--- src/include/adcph_params.svh ---
// Constants for the converter host port: geometry, widths, reset values, timing
`ifndef ADCPH_PARAMS_SVH
`define ADCPH_PARAMS_SVH

// Bus and channel geometry
`define ADCPH_DATA_W       12
`define ADCPH_CFG_W        8
`define ADCPH_CHANNELS     8
`define ADCPH_CH_W         3
// Configuration after reset: every channel selected
`define ADCPH_CFG_RESET    8'hff
// Time to convert one channel, in ns, and the clock rate in MHz
`define ADCPH_CONV_NS      100
`define ADCPH_CLK_MHZ      250
// Width of the per-channel conversion timer
`define ADCPH_CNT_W        8
// Conversion cycles per channel, a least time so rounded up
`define ADCPH_CONV_CYC ((`ADCPH_CONV_NS * `ADCPH_CLK_MHZ + 999) / 1000)

`endif

--- src/include/adcph_pkg.sv ---
// Types shared by the converter host port design files
`default_nettype none
package adcph_pkg;
`include "adcph_params.svh"

   // Sequencer states
   typedef enum logic [1:0] {
      ADCPH_IDLE,
      ADCPH_CONV,
      ADCPH_DONE
   } adcph_state_t;

   typedef logic [`ADCPH_DATA_W-1:0] adcph_word_t;

   // Host-side strobes, all active low
   typedef struct packed {
      logic cs_n;
      logic rd_n;
      logic wr_n;
   } adcph_strobe_t;

   // Data bus output and enable pair; only low lines have an input
   typedef struct packed {
      adcph_word_t                 dout;
      adcph_word_t                 oe;
   } adcph_bus_out_t;

   // Write port into the result memory
   typedef struct packed {
      logic                        we;
      logic [`ADCPH_CH_W-1:0]      addr;
      adcph_word_t                 data;
   } adcph_wr_t;

endpackage : adcph_pkg
`default_nettype wire

--- src/hdl/adcph_result_mem.sv ---
// Result memory: one word per channel, registered read data
`default_nettype none
`include "adcph_params.svh"
module adcph_result_mem #(
   parameter int DEPTH  = `ADCPH_CHANNELS,
   parameter int AW     = `ADCPH_CH_W
) (
   // Clock and reset
   input  wire logic                 clk_in,
   input  wire logic                 reset_n_in,
   // Write port
   input  wire adcph_pkg::adcph_wr_t wr_in,
   // Read port
   input  wire logic [AW-1:0]        raddr_in,
   output var  adcph_pkg::adcph_word_t rdata_out
);
   import adcph_pkg::*;

   adcph_word_t mem_q [DEPTH];       // Stored results

   // Write on strobe; no reset so the array maps onto RAM
   always_ff @(posedge clk_in) begin
      if (wr_in.we) begin
         mem_q[wr_in.addr] <= wr_in.data;
      end
   end

   // Read data comes straight from a register
   always_ff @(posedge clk_in or negedge reset_n_in) begin
      if (!reset_n_in) begin
         rdata_out <= '0;
      end else begin
         rdata_out <= mem_q[raddr_in];
      end
   end
endmodule : adcph_result_mem
`default_nettype wire

--- src/hdl/adcph_port.sv ---
// Converter host port: strobes, configuration, sequencer, flags, data bus
`default_nettype none
`include "adcph_params.svh"
module adcph_port #(
   parameter int CONV_CYC = `ADCPH_CONV_CYC,
   parameter int NCH      = `ADCPH_CHANNELS
) (
   // Clock and reset
   input  wire logic                       clk_in,
   input  wire logic                       reset_n_in,
   // Host strobes
   input  wire adcph_pkg::adcph_strobe_t   strobe_in,
   input  wire logic                       sample_trigger_in,
   input  wire logic                       idle_channel_powerdown_n_in,
   // Data bus pins
   input  wire logic [`ADCPH_CFG_W-1:0]    data_bus_in,
   output var  adcph_pkg::adcph_bus_out_t  data_bus_out,
   // Status flags
   output var  logic                       eoc_n_out,
   output var  logic                       sequence_done_n_out,
   // Analog side
   input  wire logic [NCH*`ADCPH_DATA_W-1:0] analog_level_in,
   output var  logic [NCH-1:0]             chan_power_out
);
   import adcph_pkg::*;

   ////////////////////////////////////////////////////////////////////////
   // State
   ////////////////////////////////////////////////////////////////////////

   typedef struct packed {
      adcph_state_t                     st;     // Sequencer state
      logic [`ADCPH_CFG_W-1:0]          cfg;    // Channel selection
      logic [NCH*`ADCPH_DATA_W-1:0]     held;   // Levels frozen at trigger
      logic [`ADCPH_CH_W-1:0]           ch;     // Channel in conversion
      logic [`ADCPH_CNT_W-1:0]          cnt;    // Cycles left on channel
      logic [`ADCPH_CH_W-1:0]           rd_ch;  // Channel shown on bus
      logic                             trig;   // Trigger, last cycle
      logic                             wr;     // Write strobe, last cycle
      logic                             rd;     // Read strobe, last cycle
      logic                             eoc;    // Conversion-done, low act
      logic                             seqd;   // Sequence-done, low act
      adcph_word_t                      oe;     // Bus drive enables
      logic [NCH-1:0]                   pwr;    // Channel power
      adcph_wr_t                        mw;     // Memory write
   } adcph_regs_t;

   adcph_regs_t r_q;                           // Registered state
   adcph_regs_t r_d;                           // Next state
   adcph_word_t rdata;                         // Result on read address

   localparam logic [`ADCPH_CNT_W-1:0] CONV_LAST =
      `ADCPH_CNT_W'(CONV_CYC - 1);

   ////////////////////////////////////////////////////////////////////////
   // Channel search
   ////////////////////////////////////////////////////////////////////////

   // First selected channel at or above a start index; also says if any
   function automatic logic [`ADCPH_CH_W:0] next_sel(
      input logic [`ADCPH_CFG_W-1:0] mask,
      input logic [`ADCPH_CH_W:0]    from
   );
      logic [`ADCPH_CH_W:0] res;
      res = '0;
      for (int i = NCH - 1; i >= 0; i--) begin
         if (mask[i] && (`ADCPH_CH_W+1)'(i) >= from) begin
            res = {1'b1, `ADCPH_CH_W'(i)};
         end
      end
      return res;
   endfunction : next_sel

   ////////////////////////////////////////////////////////////////////////
   // Next-state logic
   ////////////////////////////////////////////////////////////////////////

   // Strobe edges, sequencer and flags
   always_comb begin
      logic                 sel_ok;
      logic                 trig_rise;
      logic                 trig_fall;
      logic [`ADCPH_CH_W:0] nx;
      logic [`ADCPH_CH_W:0] first;
      r_d       = r_q;
      trig_rise = sample_trigger_in && !r_q.trig;
      trig_fall = !sample_trigger_in && r_q.trig;
      sel_ok    = !strobe_in.cs_n;
      first     = next_sel(r_q.cfg, '0);
      nx        = '0;

      r_d.trig  = sample_trigger_in;
      r_d.wr    = strobe_in.wr_n;
      r_d.rd    = strobe_in.rd_n;
      r_d.mw.we = 1'b0;
      // Conversion-done pulse lasts one cycle only
      r_d.eoc   = 1'b1;

      // Drive only while read and select are both low; the low lines are
      // released for host writes since a write never overlaps a read
      r_d.oe = {`ADCPH_DATA_W{sel_ok && !strobe_in.rd_n}};

      // Configuration taken at the rising end of a selected write
      if (sel_ok && strobe_in.wr_n && !r_q.wr) begin
         r_d.cfg = data_bus_in;
      end

      // Unselected inputs only power down while powerdown is asserted
      r_d.pwr = idle_channel_powerdown_n_in ? '1 : r_q.cfg;

      // A completed read moves to the next selected channel, wrapping
      if (sel_ok && strobe_in.rd_n && !r_q.rd) begin
         nx = next_sel(r_q.cfg, {1'b0, r_q.rd_ch} + 1'b1);
         r_d.rd_ch = nx[`ADCPH_CH_W] ? nx[`ADCPH_CH_W-1:0]
                                     : first[`ADCPH_CH_W-1:0];
      end

      // Falling trigger releases both flags, unless a channel finishes in that same cycle
      if (trig_fall) begin
         r_d.eoc  = 1'b1;
         r_d.seqd = 1'b1;
      end

      case (r_q.st)
         // Waiting for a trigger; a trigger mid-conversion is ignored
         ADCPH_IDLE, ADCPH_DONE: begin
            if (trig_rise) begin
               r_d.held = analog_level_in;
               if (first[`ADCPH_CH_W]) begin
                  r_d.st  = ADCPH_CONV;
                  r_d.ch  = first[`ADCPH_CH_W-1:0];
                  r_d.cnt = CONV_LAST;
               end else begin
                  // Nothing selected: the sequence is over at once
                  r_d.st   = ADCPH_DONE;
                  r_d.seqd = 1'b0;
               end
            end
         end
         // Count out one channel, store it, pick the next
         ADCPH_CONV: begin
            if (r_q.cnt != '0) begin
               r_d.cnt = r_q.cnt - 1'b1;
            end else begin
               r_d.mw.we   = 1'b1;
               r_d.mw.addr = r_q.ch;
               r_d.mw.data = r_q.held[r_q.ch*`ADCPH_DATA_W +:
                                      `ADCPH_DATA_W];
               r_d.eoc     = 1'b0;
               nx = next_sel(r_q.cfg, {1'b0, r_q.ch} + 1'b1);
               if (nx[`ADCPH_CH_W] && r_q.ch != `ADCPH_CH_W'(NCH - 1)) begin
                  r_d.ch  = nx[`ADCPH_CH_W-1:0];
                  r_d.cnt = CONV_LAST;
               end else begin
                  // Last channel: results read from the lowest one up
                  r_d.st    = ADCPH_DONE;
                  r_d.seqd  = 1'b0;
                  r_d.rd_ch = first[`ADCPH_CH_W-1:0];
               end
            end
         end
         default: begin
            r_d.st = ADCPH_IDLE;
         end
      endcase
   end

   ////////////////////////////////////////////////////////////////////////
   // Registers
   ////////////////////////////////////////////////////////////////////////

   // All control state reset to idle, flags high, bus floating
   always_ff @(posedge clk_in or negedge reset_n_in) begin
      if (!reset_n_in) begin
         r_q      <= '0;
         r_q.st   <= ADCPH_IDLE;
         r_q.cfg  <= `ADCPH_CFG_RESET;
         r_q.wr   <= 1'b1;
         r_q.rd   <= 1'b1;
         r_q.eoc  <= 1'b1;
         r_q.seqd <= 1'b1;
         r_q.pwr  <= '1;
      end else begin
         r_q <= r_d;
      end
   end

   ////////////////////////////////////////////////////////////////////////
   // Result storage
   ////////////////////////////////////////////////////////////////////////

   // Results kept apart so the wide array maps onto a RAM
   adcph_result_mem #(
      .DEPTH (NCH),
      .AW    (`ADCPH_CH_W)
   ) u_mem (
      .clk_in     (clk_in),
      .reset_n_in (reset_n_in),
      .wr_in      (r_q.mw),
      .raddr_in   (r_q.rd_ch),
      .rdata_out  (rdata)
   );

   ////////////////////////////////////////////////////////////////////////
   // Outputs
   ////////////////////////////////////////////////////////////////////////

   // Every output is a flop; read data is the memory's output register
   always_comb begin
      data_bus_out.dout   = rdata;
      data_bus_out.oe     = r_q.oe;
      eoc_n_out           = r_q.eoc;
      sequence_done_n_out = r_q.seqd;
      chan_power_out      = r_q.pwr;
   end
endmodule : adcph_port
`default_nettype wire

--- config.mk ---
export PLATFORM = sky130hd
export DESIGN_NAME = adcph_port
export DESIGN_NICKNAME = d
export VERILOG_FILES = /design/src/include/adcph_pkg.sv /design/src/hdl/adcph_result_mem.sv /design/src/hdl/adcph_port.sv
export VERILOG_INCLUDE_DIRS = /design/src /design/src/include
export SDC_FILE = /design/constraint.sdc
export NUM_CORES = 1
export LEC_CHECK = 0
export BUFFER_PORTS_ARGS = -buffer_cell sky130_fd_sc_hd__buf_2
export CORE_MARGIN = 1.5
export CORE_UTILIZATION = 28
export CTS_BUF_LIST = sky130_fd_sc_hd__clkbuf_16
export DETAILED_ROUTE_END_ITERATION = 10
export PLACE_DENSITY_LB_ADDON = 0.12
export SLEW_MARGIN = 20
export SYNTH_ARGS = -nofsm -noshare
export SYNTH_HDL_FRONTEND = slang
export SYNTH_SLANG_ARGS = --single-unit
--- constraint.sdc ---
create_clock -name clk_in -period 2.8 [get_ports clk_in]
set_input_delay 0.84 -clock clk_in [delete_from_list [all_inputs] [get_ports clk_in]]
set_output_delay 0.84 -clock clk_in [all_outputs]
set_load 0.02 [all_outputs]
# Word-level counts from Yosys, hierarchy flattened
# Memory sizes are Yosys's and may differ from the RTL's. A register that Yosys moved wholly into a read port is not among the register bits.
# Index checks and enable logic that the tools add are counted.
# classes
add_sub_neg	3
shift	1
n_mux	55
mul	1
bitwise_logic	1
order_cmp	16
n_eq_ne	9
reduce_logical	40
# op_table
cell	count
two-way mux 4 bit	27
variable part select 96 x 8 -> 12 bit	1
two-way mux 11 bit	3
>= comparator 3 x 4 -> 1 bit (first input constant)	8
two-way mux 16 bit	2
logical AND 1 bit	24
one-hot mux 11 bit (2 select lines)	1
two-way mux 3 bit	6
>= comparator 1 x 4 -> 1 bit (first input constant)	4
>= comparator 2 x 4 -> 1 bit (first input constant)	4
two-way mux 8 bit	2
two-way mux 2 bit	5
!= test 2 bit (second input constant)	5
adder 3 x 1 -> 4 bit (second input constant)	2
nonzero test 8 bit	1
subtractor 8 x 1 -> 8 bit (second input constant)	1
zero test 1 bit	7
two-way mux 1 bit	7
!= test 3 bit (second input constant)	2
multiplier 3 x 2 -> 5 bit (second input constant)	1
AND reduction 5 bit	1
one-hot mux 2 bit (2 select lines)	1
AND reduction 2 bit	2
AND reduction 4 bit	1
8 further kinds	8
# totals
register_bits	150
mem_count	1
wordCells	143
output_inout_bits	34
ramBits	96
# memory_table
memory	depth	word_bits	rd	rd_ports_with_merged_regs	wr	line	rtl
u_mem.mem_q	8	12	1	1	1	adcph_result_mem.sv:19	adcph_word_t mem_q [DEPTH];

# Logic depth before layout (Yosys ltp)
# depth
ltp_word	17
mapped_depth	10
mapped_depth_nobuf	8

# Modules after synthesis
# From an unflattened synthesis, not the netlist that was laid out.
# hier_totals
hier_cells	698
hier_area_um2	11109.4
# by_module_without_submodules
module	seq_area_each_um2	instances	area_per_inst_um2	cells_each
adcph_port	3778.6	1	7061.8	534
adcph_result_mem	3183.1	1	4047.6	164

# Worst setup path before layout
# No wires, ideal clock.
# synth_path
path_type	reg2reg
startpoint	register r_q[53] (netlist name)
endpoint	register r_q[54] (netlist name)
path_slack_ps	275
required_ps	2675
arrival_ps	2400
stages_incl_launch_ff	11
cell_sequence	dfrtp_1 -> clkbuf_1 -> buf_1 -> inv_1 -> ha_1 -> nand3b_1 -> a21oi_1 -> nand3b_1 -> a21oi_4 -> nor2_4 -> mux2_4
# synth_via
elab_chain_len	16
# synth_rtl
element	line	rtl
from (decl)	adcph_port.sv:48	adcph_regs_t r_q;
from (signal assigned)	adcph_port.sv:184	r_q <= r_d;
adder 3 x 1 -> 4 bit	adcph_port.sv:150	nx = next_sel(r_q.cfg, {1'b0, r_q.ch} + 1'b1);
>= comparator 3 x 4 -> 1 bit	adcph_port.sv:67	if (mask[i] && (`ADCPH_CH_W+1)'(i) >= from) begin
logical AND 1 bit	adcph_port.sv:67	
two-way mux 4 bit (8 in a row)	adcph_port.sv:67	
two-way mux 4 bit	adcph_port.sv:142	if (r_q.cnt != '0) begin
two-way mux 4 bit	adcph_port.sv:124	case (r_q.st)
two-way mux 11 bit or logical AND 1 bit (tied branches)	adcph_port.sv:151	if (nx[`ADCPH_CH_W] && r_q.ch != `ADCPH_CH_W'(NCH - 1)) begin
two-way mux 3 bit or != test 2 bit (tied branches)	n/a	
one-hot mux 11 bit (2 select lines) or AND reduction 5 bit (tied branches)	n/a	
# Several ways; a longest one is shown, not always the timed one. The select of a mux whose other input is x is not followed.
# A chain may end at the register's enable or synchronous reset.

# Final worst setup path
# layout_path
startpoint	register r_q[52] (netlist name)
endpoint	register r_q[54] (netlist name)
# Same word-level chain as after synthesis.

==> results by group <==
Run status
  – Status: completed

Job
  – Maxcap violations: 0

Power and ir drop
  – Leakage power: 5.342 nW
  – Comb pwr share: 0.279
  – Power per cell area: between 900 and 1000 nW/um2
  – Int Pwr: 8.624 mW
  – Sw Ratio: 0.3075
  – Sequential power share: 0.428
  – Max VDD drop: approximately 0.44 mV
  – Net switching power: 3.829 mW
  – Clock power share: 0.293

Routing
  – WL/cell: approximately 18 um
  – DRC viols: 0
  – Vias post-DR: 6394
  – Antenna-violating nets left: 0
  – Via density: approximately 4.5
  – Drt pass-1 iters: 4
  – Initial DRC Count: around 260
  – Routed WL: around 26000 um

Synthesis
  – Sequential element share of the synthesized area: 0.6300
  – Synth area leaders: dfrtp_1, edfxtp_1, mux2_2, mux4_2, dfstp_2
  – Ys flop type: dfrtp_1
  – Mapped Area: roughly 11000 um2
  – Synth async-reset ratio: 0.6279
  – Number of distinct library cells after synthesis: 56
  – Warnings from Yosys: 0
  – Synth Area per Inst: 15.52 um2
  – Cells after Synth: between 700 and 800
  – Yosys top cell by area: dfrtp_1
  – EDFF count, synth: 96
  – Synthesized Nets: a little over 800
  – Synth top area share: 0.3216
  – Post-synthesis register bit count: 258

Clock tree
  – Hold_buf cts: 0
  – Post-CTS setup repair buffer count: 0
  – Maximum buffer depth of the clock tree: 3
  – Root Buffer: clkbuf_16
  – CTS H-tree depth: 1
  – Clock-pin slew on the worst setup and hold paths: ~0.060 ns
  – CTS Buf Count: 30
  – CTS tree: yes
  – Post-CTS sizing: 0
  – Clk_lat worst skew: 0.56 ns
  – Clock sink count: between 200 and 300

Worst hold path
  – Hold WC Path Type: input port to asynchronous set/reset pin

Floorplanning
  – Initial Util: 0.2846
  – Io pins: 145
  – Die area: approximately 41000 um2
  – Die Wd: 201.7 um
  – # rows: 72
  – Die H: just over 200 um
  – Core area: 38830 um2

Worst setup path
  – Max incr delay on CP: around 0.45 ns
  – WP buf/inv: 0
  – Worst Path Required: between 3 and 4 ns
  – Most common cell on crit path: ha_1
  – Max Fanout on Critical Path: 10
  – Cell family with most CP delay: adder cells
  – CP Class: flop to flop
  – Crit. End Element: flop
  – Crit path arrival time: 2.95 ns
  – Critical-path cell list: ha_1 -> ha_1 -> nand2b_1 -> a22oi_1 -> nand3b_1 -> a21oi_4 -> nor2_4 -> mux2_4
  – CP startpoint kind: flop
  – Slowest-stage cell, CP: ha_1

Global route
  – Largest net degree at the start of global routing: between 50 and 60
  – Remaining global-route overflow: 0
  – Vias in the first global route: between 6000 and 7000
  – First-pass GRT wire length: just over 40000 um
  – GRT Util Overall: 0.1296
  – Initial antenna violation count: 15

Timing
  – Fin. Hold Viols: 0
  – Total negative slack: 0 ns
  – Clock period minus worst slack: around 2.5 ns
  – RSZ-0062 raised after global routing: no
  – Slew @ Worst Pin: roughly 0.9 ns
  – Final worst slack: between 0.2 and 0.3 ns
  – FMAX: roughly 400 MHz
  – Part of the cycle the worst path needs: 0.8953
  – Final Setup Violations: 0
  – Slew margin rel.: 0.3884
  – Max-slew violations: 0
  – Worst Skew: around 0.019 ns

Finish
  – Nets@finish: about 980
  – Share of cells above drive strength 1: 0.4688
  – Fin area: roughly 13000 um2
  – Register area: around 7000 um2
  – Fillers: 3780
  – Multi-input gate area: roughly 3700 um2
  – Area Overhead vs Synth: 20.74%

Place
  – Area after DPL: 12410 um2
  – IO Port Bufs: roughly 140
  – GPL Wtd Cong: roughly 0.75
  – Post-DP HPWL: approximately 18000 um
  – Dpl ws: 0.3164 ns
[Yosys cell counts (2+ instances only)]
master / instances
dfstp_2: 20
nand2b_1: 9
a221o_1: 2
xnor2_1: 3
o31ai_1: 2
o21ai_0: 32
nor3_1: 7
mux2i_1: 15
clkbuf_1: 19
o21a_1: 2
mux4_2: 48
buf_1: 4
nor4_1: 2
dfrtp_1: 142
mux2_2: 112
nand3b_1: 4
buf_2: 13
o311ai_0: 2
inv_1: 14
nand3_1: 8
buf_4: 20
a31oi_1: 5
a211o_1: 2
ha_1: 6
nor2_4: 2
nor3b_1: 4
nor2_1: 21
or4_4: 2
or2_2: 9
nand2_1: 39
a21o_1: 2
edfxtp_1: 96
o22ai_1: 2
a21oi_1: 15
nor2b_1: 6
[worst paths after layout]
check	from	end	slack [ns]	depth (start not counted)
max reg2reg	r_q[52]	r_q[54]	0.29	8
min in group clk_in	strobe_in[0]	r_q[39]	0.40	1
max in group asynchronous	reset_n_in	r_q[52]	1.96	2
max	r_q[52]	r_q[54]	0.29	8
min	reset_n_in	u_mem.rdata_out[6]	0.16	1
min reg2reg	r_q[13]	r_q[13]	0.50	2
[sequential cells by signal (all words and copies together) (netlist names)]
name,flops
eoc_n_out,1
chan_power_out,8
u_mem.mem_q,96
u_mem.rdata_out,12
data_bus_out,1
r_q,139
sequence_done_n_out,1
[worst reg2reg max path: stages, from the launching register on]
cell and delay (ns):
dfrtp_2 0.42, ha_1 0.25, ha_1 0.45, nand2b_1 0.14
a22oi_1 0.28, nand3b_1 0.22, a21oi_4 0.24, nor2_4 0.08
mux2_4 0.31
[layout by cell type (no fill, tap or decap), drive strengths merged, types with 3 or more instances in the layout]
| cell type | instances |
|---|---|
| mux2 | 113 |
| nor2b | 6 |
| o21ai | 32 |
| clkinv | 10 |
| ha | 6 |
| dfrtp | 142 |
| nor3 | 8 |
| inv | 23 |
| dfstp | 20 |
| a31oi | 5 |
| nor3b | 4 |
| nand2b | 9 |
| mux4 | 48 |
| nand3 | 8 |
| a21oi | 16 |
| xnor2 | 3 |
| nor2 | 23 |
| buf | 174 |
| or2 | 9 |
| mux2i | 15 |
| nand3b | 4 |
| nand2 | 40 |
| edfxtp | 96 |
| diode | 7 |
| clkbuf | 31 |
[cells by family (layout without fill, tap and decap cells)]
kind of cell | after synthesis | count (layout) | share of synthesized area
AO/OA/AOI/OAI | 78 | 78 | 0.04450
XOR/XNOR | 4 | 4 | 0.003171
adder cells (fa/ha/maj) | 6 | 6 | 0.006793
buffers and inverters | 71 | 240 | 0.03306
flip-flops | 258 | 258 | 0.6300
multiplexers | 176 | 176 | 0.2269
other | 0 | 7 | 0
AND/OR/NAND/NOR | 119 | 119 | 0.05559
[routing by layer]
layer | vias up | wire length, um | track usage
met5 | - | 95 | 0
met4 | 14 | 474 | 0.03038
met3 | 47 | 1773 | 0.04519
met2 | 135 | 11760 | 0.2034
met1 | 3244 | 11730 | 0.1716
li1 | 2954 | - | -
[cell type report]
type                       count  area share
sequential                   258      0.5218
multi-input combinational    383      0.2800
timing repair buffer         174     0.07605
clock buffer                  31     0.05814
tap                          518     0.04857
clock inverter                21     0.01013
inverter                      14    0.003938
antenna                        7    0.001313
[power groups by stage]
stage / logic [mW] / registers [mW] / clock network (mW)
floorplan: 2.56 / 5.27 / 0
global placement: 3.59 / 5.41 / 0
detailed placement: 3.58 / 5.41 / 0
CTS: 3.59 / 5.35 / 3.81
global route: 3.84 / 5.44 / 3.95
finish: 3.47 / 5.33 / 3.65
[per-stage QoR]
stage          utilization  hold slack, ns  total power, mW  instances
2_1_floorplan            -          0.4627            7.833        712
3_3_place_gp        0.3197          0.4851            9.001       1347
3_5_place_dp        0.3197          0.4904            8.990       1347
4_1_cts             0.3432          0.1371            12.75       1399
5_1_grt             0.3433          0.1538            13.23       1401
6_report            0.3436          0.1573            12.45       1406
Note: power is estimated with default switching activity, not from simulation.
